<file path="config.mk">
export PLATFORM = sky130hd
export DESIGN_NAME = slave_comm_state_gating
export DESIGN_NICKNAME = d
export VERILOG_FILES = /design/src/slave_comm_pkg.sv /design/src/pdo_fifo.sv /design/src/slave_comm_state_gating.sv
export SDC_FILE = /design/constraint.sdc
export NUM_CORES = 1
export LEC_CHECK = 0
export BUFFER_PORTS_ARGS = -buffer_cell sky130_fd_sc_hd__buf_2
export CAP_MARGIN = 40
export CORE_ASPECT_RATIO = 1.2
export CORE_UTILIZATION = 41
export DETAILED_ROUTE_END_ITERATION = 10
export GPL_TIMING_DRIVEN = 0
export PLACE_DENSITY = 0.7
export SLEW_MARGIN = 20
export SYNTH_ARGS = -nofsm -noshare
export SYNTH_HDL_FRONTEND = slang
export SYNTH_SLANG_ARGS = --single-unit
</file>
<file path="constraint.sdc">
create_clock -name clk_in -period 3.1 [get_ports clk_in]
set_input_delay 0.31 -clock clk_in [delete_from_list [all_inputs] [get_ports clk_in]]
set_output_delay 0.31 -clock clk_in [all_outputs]
set_load 0.05 [all_outputs]
</file>
<file path="src/slave_comm_pkg.sv">
// package with state codes, request codes and timing for the slave communication state gating
package slave_comm_pkg;

    // ----------------------------------------------------------------
    // slave state machine encoding
    // ----------------------------------------------------------------
    typedef enum logic [1:0] {
        ST_INIT = 2'h0,
        ST_PRE_OPERATIONAL = 2'h1,
        ST_SAFE_OPERATIONAL = 2'h2,
        ST_OPERATIONAL = 2'h3
    } slave_state_t;

    // ----------------------------------------------------------------
    // request results and defaults
    // ----------------------------------------------------------------
    localparam logic [1:0] RESULT_NONE = 2'h0;
    localparam logic [1:0] RESULT_ACCEPT = 2'h1;
    localparam logic [1:0] RESULT_REFUSE = 2'h2;
    localparam int INIT_DONE_CYCLES = 4;
    localparam int DATA_WIDTH = 16;
    localparam int FIFO_DEPTH = 16;
    localparam int INDEX_WIDTH = 16;
    localparam int SENSOR_COUNT_WIDTH = 4;

endpackage

</file>
<file path="src/pdo_fifo.sv">
// synchronous fifo with valid and ready on both sides
module pdo_fifo #(
    parameter int WIDTH = 16,
    parameter int DEPTH = 16
) (
    input wire logic clk_in,
    input wire logic rst_in,
    input wire logic flush_in,
    input wire logic [WIDTH-1:0] wr_data_in,
    input wire logic wr_valid_in,
    output logic wr_ready_out,
    output logic [WIDTH-1:0] rd_data_out,
    output logic rd_valid_out,
    input wire logic rd_ready_in
);
    localparam int AW = $clog2(DEPTH);

    typedef struct packed {
        logic [AW-1:0] wp;
        logic [AW-1:0] rp;
        logic [AW:0] count;
    } fifo_state_t;

    logic [WIDTH-1:0] mem [DEPTH];
    fifo_state_t s_r;
    fifo_state_t s_nxt;
    logic do_wr;
    logic do_rd;

    // full compare at the counter's own width so a depth of 2**AW is not lost
    assign wr_ready_out = (s_r.count != (AW+1)'(DEPTH)) && !flush_in;
    assign rd_valid_out = (s_r.count != '0);
    assign rd_data_out = mem[s_r.rp];
    assign do_wr = wr_valid_in && wr_ready_out;
    assign do_rd = rd_valid_out && rd_ready_in;

    always_comb begin
        s_nxt = s_r;
        if (flush_in) begin
            s_nxt = '0;
        end else begin
            if (do_wr) begin
                s_nxt.wp = s_r.wp + 1'b1;
            end
            if (do_rd) begin
                s_nxt.rp = s_r.rp + 1'b1;
            end
            s_nxt.count = s_r.count + (AW+1)'(do_wr) - (AW+1)'(do_rd);
        end
    end

    always_ff @(posedge clk_in) begin
        if (rst_in) begin
            s_r <= '0;
        end else begin
            s_r <= s_nxt;
        end
        if (do_wr) begin
            mem[s_r.wp] <= wr_data_in;
        end
    end

endmodule

</file>
<file path="src/slave_comm_state_gating.sv">
// slave communication state machine gating mailbox and cyclic process data

// Notes on behaviour
// state changes only on a master request; never on its own
// initialising: mailbox refused, no cyclic transmit, no cyclic receive
// pre-operational: mailbox served, cyclic data neither sent nor accepted
// pre-operational is entered only once initialisation has completed
// safe-operational: mailbox served, inputs sent, received outputs ignored
// operational: mailbox served, cyclic data sent and accepted
// request to operational refused while no sensor amplifier is present
// mailbox reads and writes any dictionary entry, event driven
// cyclic data sent only on the regular period tick, mappable objects only
// after reset start initialising with all communication disabled
module slave_comm_state_gating #(
    parameter int DATA_WIDTH = slave_comm_pkg::DATA_WIDTH,
    parameter int FIFO_DEPTH = slave_comm_pkg::FIFO_DEPTH,
    parameter int INIT_CYCLES = slave_comm_pkg::INIT_DONE_CYCLES
) (
    input wire logic clk_in,
    input wire logic rst_in,
    // master state request
    input wire logic state_req_valid_in,
    input wire logic [1:0] state_req_in,
    output logic [1:0] state_out,
    output logic [1:0] req_result_out,
    // sensor side
    input wire logic [slave_comm_pkg::SENSOR_COUNT_WIDTH-1:0] sensor_count_in,
    // mailbox access
    input wire logic mbx_valid_in,
    input wire logic mbx_write_in,
    input wire logic [slave_comm_pkg::INDEX_WIDTH-1:0] mbx_index_in,
    input wire logic [DATA_WIDTH-1:0] mbx_wdata_in,
    output logic mbx_done_out,
    output logic mbx_refused_out,
    output logic mbx_write_out,
    output logic [slave_comm_pkg::INDEX_WIDTH-1:0] mbx_index_out,
    output logic [DATA_WIDTH-1:0] mbx_data_out,
    input wire logic [DATA_WIDTH-1:0] dict_rdata_in,
    // cyclic transmit: local inputs into fifo, drained on the cycle tick
    input wire logic [DATA_WIDTH-1:0] tx_data_in,
    input wire logic tx_valid_in,
    input wire logic tx_mappable_in,
    output logic tx_ready_out,
    input wire logic cycle_tick_in,
    output logic [DATA_WIDTH-1:0] pdo_tx_data_out,
    output logic pdo_tx_valid_out,
    // cyclic receive from master
    input wire logic [DATA_WIDTH-1:0] pdo_rx_data_in,
    input wire logic pdo_rx_valid_in,
    output logic [DATA_WIDTH-1:0] out_data_out,
    output logic out_valid_out,
    output logic [2:0] gate_out
);

    // ----------------------------------------------------------------
    // state record
    // ----------------------------------------------------------------
    typedef struct packed {
        slave_comm_pkg::slave_state_t st;
        logic init_done;
        logic [7:0] init_cnt;
        logic [1:0] result;
        logic mbx_done;
        logic mbx_refused;
        logic mbx_write;
        logic [slave_comm_pkg::INDEX_WIDTH-1:0] mbx_index;
        logic [DATA_WIDTH-1:0] mbx_data;
        logic [DATA_WIDTH-1:0] tx_data;
        logic tx_valid;
        logic [DATA_WIDTH-1:0] out_data;
        logic out_valid;
        logic tx_ready;
        logic [2:0] gate;
    } gate_state_t;

    gate_state_t s_r;
    gate_state_t s_nxt;
    logic mbx_ok;
    logic tx_ok;
    logic rx_ok;
    logic [DATA_WIDTH-1:0] fifo_data;
    logic fifo_valid;
    logic fifo_pop;
    logic fifo_wr_ready;
    slave_comm_pkg::slave_state_t req_st;

    assign req_st = slave_comm_pkg::slave_state_t'(state_req_in);
    assign mbx_ok = (s_r.st != slave_comm_pkg::ST_INIT); // see R2
    assign tx_ok = (s_r.st == slave_comm_pkg::ST_SAFE_OPERATIONAL)
        || (s_r.st == slave_comm_pkg::ST_OPERATIONAL);
    assign rx_ok = (s_r.st == slave_comm_pkg::ST_OPERATIONAL);
    assign fifo_pop = tx_ok && cycle_tick_in && fifo_valid;

    // ----------------------------------------------------------------
    // transmit buffer
    // ----------------------------------------------------------------
    pdo_fifo #(
        .WIDTH(DATA_WIDTH),
        .DEPTH(FIFO_DEPTH)
    ) u_tx_fifo (
        .clk_in(clk_in),
        .rst_in(rst_in),
        .flush_in(!tx_ok),
        .wr_data_in(tx_data_in),
        .wr_valid_in(tx_valid_in && tx_mappable_in),
        .wr_ready_out(fifo_wr_ready),
        .rd_data_out(fifo_data),
        .rd_valid_out(fifo_valid),
        .rd_ready_in(fifo_pop)
    );

    // ----------------------------------------------------------------
    // next state
    // ----------------------------------------------------------------
    always_comb begin
        s_nxt = s_r;
        s_nxt.result = slave_comm_pkg::RESULT_NONE;
        s_nxt.mbx_done = 1'b0;
        s_nxt.mbx_refused = 1'b0;
        s_nxt.tx_valid = 1'b0;
        s_nxt.out_valid = 1'b0;
        s_nxt.tx_ready = fifo_wr_ready;
        if (!s_r.init_done) begin
            if (s_r.init_cnt == 8'(INIT_CYCLES - 1)) begin
                s_nxt.init_done = 1'b1;
            end else begin
                s_nxt.init_cnt = s_r.init_cnt + 8'h01;
            end
        end
        if (state_req_valid_in) begin
            s_nxt.result = slave_comm_pkg::RESULT_ACCEPT;
            case (req_st)
                slave_comm_pkg::ST_INIT: begin
                    s_nxt.st = slave_comm_pkg::ST_INIT;
                end
                slave_comm_pkg::ST_PRE_OPERATIONAL: begin
                    if (s_r.init_done) begin
                        s_nxt.st = slave_comm_pkg::ST_PRE_OPERATIONAL;
                    end else begin
                        s_nxt.result = slave_comm_pkg::RESULT_REFUSE;
                    end
                end
                slave_comm_pkg::ST_SAFE_OPERATIONAL: begin
                    if (s_r.st != slave_comm_pkg::ST_INIT) begin
                        s_nxt.st = slave_comm_pkg::ST_SAFE_OPERATIONAL;
                    end else begin
                        s_nxt.result = slave_comm_pkg::RESULT_REFUSE;
                    end
                end
                slave_comm_pkg::ST_OPERATIONAL: begin
                    if (s_r.st == slave_comm_pkg::ST_INIT || s_r.st == slave_comm_pkg::ST_PRE_OPERATIONAL
                        || sensor_count_in == '0) begin
                        s_nxt.result = slave_comm_pkg::RESULT_REFUSE;
                    end else begin
                        s_nxt.st = slave_comm_pkg::ST_OPERATIONAL;
                    end
                end
                default: begin
                    s_nxt.result = slave_comm_pkg::RESULT_REFUSE;
                end
            endcase
        end
        // gate flags follow the next state so they line up with state_out
        s_nxt.gate = {s_nxt.st == slave_comm_pkg::ST_OPERATIONAL,
            s_nxt.st == slave_comm_pkg::ST_SAFE_OPERATIONAL || s_nxt.st == slave_comm_pkg::ST_OPERATIONAL,
            s_nxt.st != slave_comm_pkg::ST_INIT};
        if (mbx_valid_in) begin
            s_nxt.mbx_refused = !mbx_ok;
            s_nxt.mbx_done = mbx_ok;
            s_nxt.mbx_write = mbx_write_in;
            s_nxt.mbx_index = mbx_index_in;
            s_nxt.mbx_data = mbx_write_in ? mbx_wdata_in : dict_rdata_in;
        end
        if (fifo_pop) begin
            s_nxt.tx_valid = 1'b1; // see R5
            s_nxt.tx_data = fifo_data;
        end
        if (pdo_rx_valid_in && rx_ok) begin // see R5
            s_nxt.out_valid = 1'b1;
            s_nxt.out_data = pdo_rx_data_in;
        end
    end

    always_ff @(posedge clk_in) begin
        if (rst_in) begin
            s_r <= '0;
        end else begin
            s_r <= s_nxt;
        end
    end

    // ----------------------------------------------------------------
    // outputs
    // ----------------------------------------------------------------
    assign state_out = s_r.st;
    assign req_result_out = s_r.result;
    assign mbx_done_out = s_r.mbx_done;
    assign mbx_refused_out = s_r.mbx_refused;
    assign mbx_write_out = s_r.mbx_write;
    assign mbx_index_out = s_r.mbx_index;
    assign mbx_data_out = s_r.mbx_data;
    assign tx_ready_out = s_r.tx_ready;
    assign pdo_tx_data_out = s_r.tx_data;
    assign pdo_tx_valid_out = s_r.tx_valid;
    assign out_data_out = s_r.out_data;
    assign out_valid_out = s_r.out_valid;
    assign gate_out = s_r.gate;

    // ----------------------------------------------------------------
    // checks
    // ----------------------------------------------------------------
    a_no_self_change: assert property (@(posedge clk_in) disable iff (rst_in)
        $changed(state_out) && !$past(rst_in) |-> $past(state_req_valid_in))
        else $error("state changed without request");
    a_init_mbx_refused: assert property (@(posedge clk_in) disable iff (rst_in)
        mbx_valid_in && state_out == 2'h0 |=> mbx_refused_out && !mbx_done_out)
        else $error("mailbox served while initialising");
    a_preop_mbx_served: assert property (@(posedge clk_in) disable iff (rst_in)
        mbx_valid_in && state_out == 2'h1 |=> mbx_done_out)
        else $error("mailbox not served in pre-operational");
    a_preop_after_init: assert property (@(posedge clk_in) disable iff (rst_in)
        state_out == 2'h1 |-> s_r.init_done)
        else $error("pre-operational before initialisation done");
    a_safeop_rx_ignored: assert property (@(posedge clk_in) disable iff (rst_in)
        out_valid_out |-> $past(state_out) == 2'h3 && $past(pdo_rx_valid_in))
        else $error("output data accepted outside operational");
    a_tx_only_running: assert property (@(posedge clk_in) disable iff (rst_in)
        pdo_tx_valid_out |-> $past(state_out) >= 2'h2 && $past(cycle_tick_in))
        else $error("cyclic transmit outside allowed states or tick");
    a_op_needs_sensor: assert property (@(posedge clk_in) disable iff (rst_in)
        state_req_valid_in && state_req_in == 2'h3 && sensor_count_in == '0 && state_out != 2'h3
        |=> state_out != 2'h3 && req_result_out == 2'h2)
        else $error("operational entered without amplifier");
    a_reset_init: assert property (@(posedge clk_in)
        rst_in |=> state_out == 2'h0 && !pdo_tx_valid_out && !out_valid_out)
        else $error("not initialising after reset");

endmodule

</file>
# Word-level counts from Yosys, hierarchy flattened
# Memories as Yosys holds them, arrays and structs flattened. A register that Yosys moved wholly into a read port is not among the register bits.
# Cells that the tools add are included.
# word_totals
reg_bits	83
n_memories	1
elab_cells	77
input_bits	95
mem_bits_rw	256
out_inout_bits	77
# classes
eq_ne	10
n_bitwise	5
mux	17
addsub	5
n_reduce_logical	22
# memory_table
memory	words	width	read_ports	rd_clocked_by_memory_dff	write_ports	line_no	text
u_tx_fifo.mem	16	16	1	1	1	pdo_fifo.sv:24	logic [WIDTH-1:0] mem [DEPTH];
# op_table
cell	n
16-bit 2-to-1 mux	1
2-bit 2-to-1 mux	7
2-bit equality test (second input constant)	6
9-bit 2-to-1 mux	1
4-bit by 1-bit adder with 4-bit output (second input constant)	2
8-bit by 1-bit adder with 8-bit output (second input constant)	1
8-bit by 2-bit equality test with 1-bit output (second input constant)	1
8-bit 2-to-1 mux	1
2-bit one-hot mux with 4 select lines	1
1-bit logical AND	7
2-bit one-hot mux with 3 select lines	1
2-bit OR reduction	3
5-bit by 1-bit adder with 5-bit output	1
1-bit 2-to-1 mux	5
5-bit inequality test (second input constant)	1
1-bit NOT	5
5-bit nonzero test	1
5-bit by 1-bit subtractor with 5-bit output	1
2-bit by 1-bit equality test with 1-bit output (second input constant)	2
2-bit logical NOT	2
4-bit logical NOT	1
1-bit logical OR	4
2-bit nonzero test	2
2-bit AND reduction	1
1-bit logical NOT	1

# Depth between registers and ports, before layout
# depth
depth_word	8
ltp_mapped	13
depth_no_buf	13

# Cells and area by module
# From an unflattened synthesis, not the netlist that was laid out.
# hier_totals
hier_cells	936
area_unflattened_um2	14362.5
# by_module_without_submodules
mod	seq_area_each_um2	instances	area_each_um2	cells_each
pdo_fifo	8027.7	1	10631.4	507
slave_comm_state_gating	1721.7	1	3731.1	429

# Least setup slack after synthesis
# No wires, ideal clock.
# synth_path
path_kind	register to register
startpoint	register u_tx_fifo.s_r[2] in the netlist's numbering
endpoint	memory u_tx_fifo.mem[3][0], enable pin
setup_slack_ns	0.250
arrival_time_ns	2.441
path_buffers	1
path_stages_with_launch	7
setup_time_ns	0.409
t_required_ns	2.691
synth_period_minus_slack_ns	2.850
path_cell_list	dfxtp_1 > inv_1 > ha_1 > and4bb_2 > or3b_1 > clkbuf_1 > nor3_1
# synth_via
elab_chain_cells	5
# synth_lines
element	line_no	text
start: declaration	pdo_fifo.sv:25	fifo_state_t s_r;
start signal: assignment	pdo_fifo.sv:56	s_r <= s_nxt;
5-bit inequality test	pdo_fifo.sv:31	assign wr_ready_out = (s_r.count != (AW+1)'(DEPTH)) && !flush_in;
1-bit logical AND	pdo_fifo.sv:31	
1-bit logical AND	pdo_fifo.sv:34	assign do_wr = wr_valid_in && wr_ready_out;
1-bit 2-to-1 mux	pdo_fifo.sv:58	if (do_wr) begin
1-bit 2-to-1 mux (not written as such)	pdo_fifo.sv:59	mem[s_r.wp] <= wr_data_in;
end: declaration	pdo_fifo.sv:24	
# No other way between the ends.

# Worst setup path after layout
# layout_path
startpoint	register u_tx_fifo.s_r[2] in the netlist's numbering
endpoint	register u_tx_fifo.s_r[4] in the netlist's numbering
# layout_via
word_cells_on_any_way	8
cone_classes	add/sub (2); eq/ne (1); reduce/logical (5)
# layout_rtl
element	line_no	text
5-bit nonzero test	pdo_fifo.sv:32	assign rd_valid_out = (s_r.count != '0);
1-bit logical AND	slave_comm_state_gating.sv:92	assign fifo_pop = tx_ok && cycle_tick_in && fifo_valid;
named net fifo_pop	slave_comm_state_gating.sv:83	logic fifo_pop;
1-bit logical AND	pdo_fifo.sv:35	assign do_rd = rd_valid_out && rd_ready_in;
5-bit by 1-bit subtractor with 5-bit output	pdo_fifo.sv:48	s_nxt.count = s_r.count + (AW+1)'(do_wr) - (AW+1)'(do_rd);
# The timed path passes the listed nets, and every way through them passes these cells.
# A chain may end at the register's enable or synchronous reset.

==> results_dict.tcl <==
set metrics [dict create \
    grt_usage 0.1835 \
    synthSimpleGateAreaFrac 0.05746 \
    ff2ff_path_depth 13 \
    synth_edf_count 256 \
    grt_pass1_vias 8020 \
    max_cap_viol_count 0 \
    cts_buffer_depth 3 \
    ant_nets 0 \
    yosysTopAreaCellShare 0.5381 \
    pwr-share-seq 0.529 \
    powerDensity_nw_per_um2 572.4 \
    synth_top_family_by_area "multiplexers" \
    status "completed" \
    final.period_utilization 0.9329 \
    endpoint_kind "flop" \
    ys_seq_area_frac 0.6769 \
    synth.cell_area_um2 14280 \
    clkSinkCount 355 \
    ys.flop_type "edfxtp_1" \
    vias 8054 \
    nets 1216 \
    fp.dieH_um 206.5 \
    hold_class "input pin to flop" \
    hold_violations 0 \
    drt_iter0_markers 536 \
    grt_max_degree 17 \
    internal-power_w 0.007669 \
    path_class "flop to flop" \
    fmax_ghz 0.3458 \
    ys_ff_latch 355 \
    synth_fp_nets 993 \
    rows 74 \
    ff_latch_area_um2 9669 \
    cts_max_level 2 \
    design.portCount 172 \
    post-place-ws_ns 0.1082 \
    antenna_found_initial 2 \
    grt_pass1_wl_um 47120 \
    yosysWarnings 0 \
    die_w_um 172.4 \
    multi_input_area_um2 3829 \
    cp-start-kind "flop" \
    path_max_fanout 4 \
    synth.avg_cell_area_um2 16.14 \
    cp_cell_sequence "inv_1 -> ha_2 -> or4b_4 -> nand3_2 -> inv_2 -> ha_1 -> inv_1 -> ha_1 -> fa_2 -> a21oi_1 -> nor2_1 -> or3_1 -> a21oi_1" \
    clock_latency_ns 0.53 \
    wl_met1_um 12670 \
    area_delta_synth_final_pct 19.46 \
    antenna_cells 0 \
    synth_top_area_cell "edfxtp_1" \
    dr_wl_met2_um 16730 \
    worstReg2RegEnd "u_tx_fifo.s_r[4]$_SDFF_PP0_" \
    cts_resized 0 \
    cts_tree "yes" \
    slew_viol_final 0 \
    die_area_um2 35600 \
    fill_cells 2883 \
    core-area_um2 34170 \
    hold_buffers 0 \
    critical_path.endpoint "u_tx_fifo.s_r[4]$_SDFF_PP0_" \
    p_leak_nw 6.187 \
    cpPeakStageDelay_ns 0.49 \
    synth_cells 885 \
    setup_tns_ns 0 \
    finalSetupViolations 0 \
    tightest_slew_ns 0.8055 \
    worstPathRequired_ns 3.54 \
    start_util 0.4181 \
    clkPwrFrac 0.423 \
    synthAdderAreaFrac 0.01191 \
    p_sw_frac 0.2149 \
    rrSetupSlack_ns 0.21 \
    synth_compound_gate_area_share 0.03705 \
    period_needed_ns 2.892 \
    p_sw_w 0.002099 \
    combPwrFrac 0.048 \
    dp_hpwl_um 22070 \
    wl_met3_um 2167 \
    rsz0062_at_grt "false" \
    synth_cell_types 45 \
    cp-startpoint "u_tx_fifo.s_r[2]$_SDFF_PP0_" \
    maxSlewHeadroom 0.4624 \
    drc_errors 0 \
    yosys.area_share.xor_xnor 0.009197 \
    cts_made_buffers 35 \
    clockRootBuffer "clkbuf_16" \
    ir_worst_vdd_mv 0.4943 \
    postCtsSetupBuffers 0 \
    drive_above_1_share 0.3792 \
    cp_data_arrival_time_ns 3.33 \
    first_pass_iters 4 \
    numPortBuffers 169 \
    final_common_cell "edfxtp_1" \
    routed_wl_um 32420 \
    wl_per_cell_um 20.39 \
    top_layer "met5" \
    cp_slowest_cell "or4b_4" \
    place_congestion 0.7690 \
    synth_mux_area_frac 0.1471 \
    setup_ws_ns 0.2082 \
    yosys-top-cells-area "edfxtp_1, dfxtp_1, mux4_2" \
    rr_startpoint "u_tx_fifo.s_r[2]$_SDFF_PP0_" \
    skew_ns 0.01596 \
    clk_pin_slew_ns 0.06 \
    final_cell_mix "edfxtp_1, buf_2, dfxtp_1" \
    viasPerCell 5.065 \
    synth-async-reset-ratio 0 \
    grt-ovfl-total 0 \
]
==> layer usage <==
metal | up-vias | track usage
li1 | 3731 | -
met1 | 3942 | 0.2114
met2 | 310 | 0.3386
met3 | 67 | 0.03370
met4 | 4 | 0.06195
met5 | - | 0
==> worst min-delay path by stage <==
stage                                             start                             to  slack (ns)  depth (start not counted)
after floorplan                         state_req_in[0]   req_result_out[0]$_SDFF_PP0_        0.40                          1
after global placement    out_data_out[11]$_SDFFE_PP0P_  out_data_out[11]$_SDFFE_PP0P_        0.44                          2
after detailed placement   out_data_out[4]$_SDFFE_PP0P_   out_data_out[4]$_SDFFE_PP0P_        0.45                          2
after CTS                               mbx_index_in[2]  mbx_index_out[2]$_SDFFE_PP0P_        0.01                          3
after global routing                  pdo_rx_data_in[4]   out_data_out[4]$_SDFFE_PP0P_        0.01                          3
final                                   mbx_index_in[2]  mbx_index_out[2]$_SDFFE_PP0P_        0.02                          3
==> flip-flops by register name (all words and copies together), names as in the netlist <==
name / count
out_valid_out: 1
mbx_index_out: 16
u_tx_fifo.s_r: 13
state_out: 2
s_r: 9
out_data_out: 16
mbx_write_out: 1
mbx_data_out: 16
pdo_tx_data_out: 16
mbx_refused_out: 1
pdo_tx_valid_out: 1
gate_out: 3
u_tx_fifo.mem: 256
tx_ready_out: 1
req_result_out: 2
mbx_done_out: 1
==> cells in the mapped netlist (9+ instances only) <==
| library cell | instances |
|---|---|
| mux2i_1 | 66 |
| mux4_2 | 64 |
| edfxtp_1 | 256 |
| buf_2 | 13 |
| o221ai_2 | 11 |
| clkbuf_1 | 22 |
| ha_1 | 12 |
| xor2_1 | 9 |
| nor2_1 | 73 |
| buf_4 | 73 |
| a21oi_1 | 25 |
| inv_1 | 14 |
| dfxtp_1 | 99 |
| nand2_1 | 39 |
| a211oi_1 | 18 |
| nand3b_1 | 16 |
==> area by class of cell <==
type                    instances  share of cell area
plain buffers                 119             0.04722
repair buffers                186             0.06034
multi-input cells             396              0.2244
inverters                      15            0.003299
flip-flops and latches        355              0.5666
clock buffers                  42             0.05345
well taps                     456             0.03343
clock inverters                21             0.01129
==> logic make-up after synthesis <==
kind of cell             Yosys count
flip-flops                       355
AND/OR/NAND/NOR                  169
adder cells (fa/ha/maj)           13
AO/OA/AOI/OAI                     69
buffers and inverters            134
XOR/XNOR                          15
multiplexers                     130
==> worst max-delay path, delay by kind of cell, from the launching register on <==
family          cells  cell delay (ns)
fa+ha+maj           4             1.00
simple gates        4             1.01
flops               1             0.31
compound gates      2             0.32
buf+inv             3             0.17
==> power by group through the flow <==
stage,combinational (W),clock [W],sequential (W)
floorplan,0.000292,0,0.00527
global placement,0.000459,0,0.00527
detailed placement,0.000467,0,0.00527
CTS,0.000469,0.00422,0.00517
global route,0.000508,0.00439,0.00517
finish,0.000464,0.00414,0.00517
==> through the flow <==
stage,std cells,area (um2),hold slack (ns),utilization,total power [W]
floorplan,885,14290,0.4042,-,0.005560
global placement,1510,15700,0.4450,0.4596,0.005728
detailed placement,1527,15960,0.4471,0.4670,0.005739
CTS,1590,17060,0.01011,0.4993,0.009858
global route,1590,17070,0.01454,0.4995,0.01007
finish,1590,17070,0.02120,0.4995,0.009768
(Power assumes the default switching activity.)
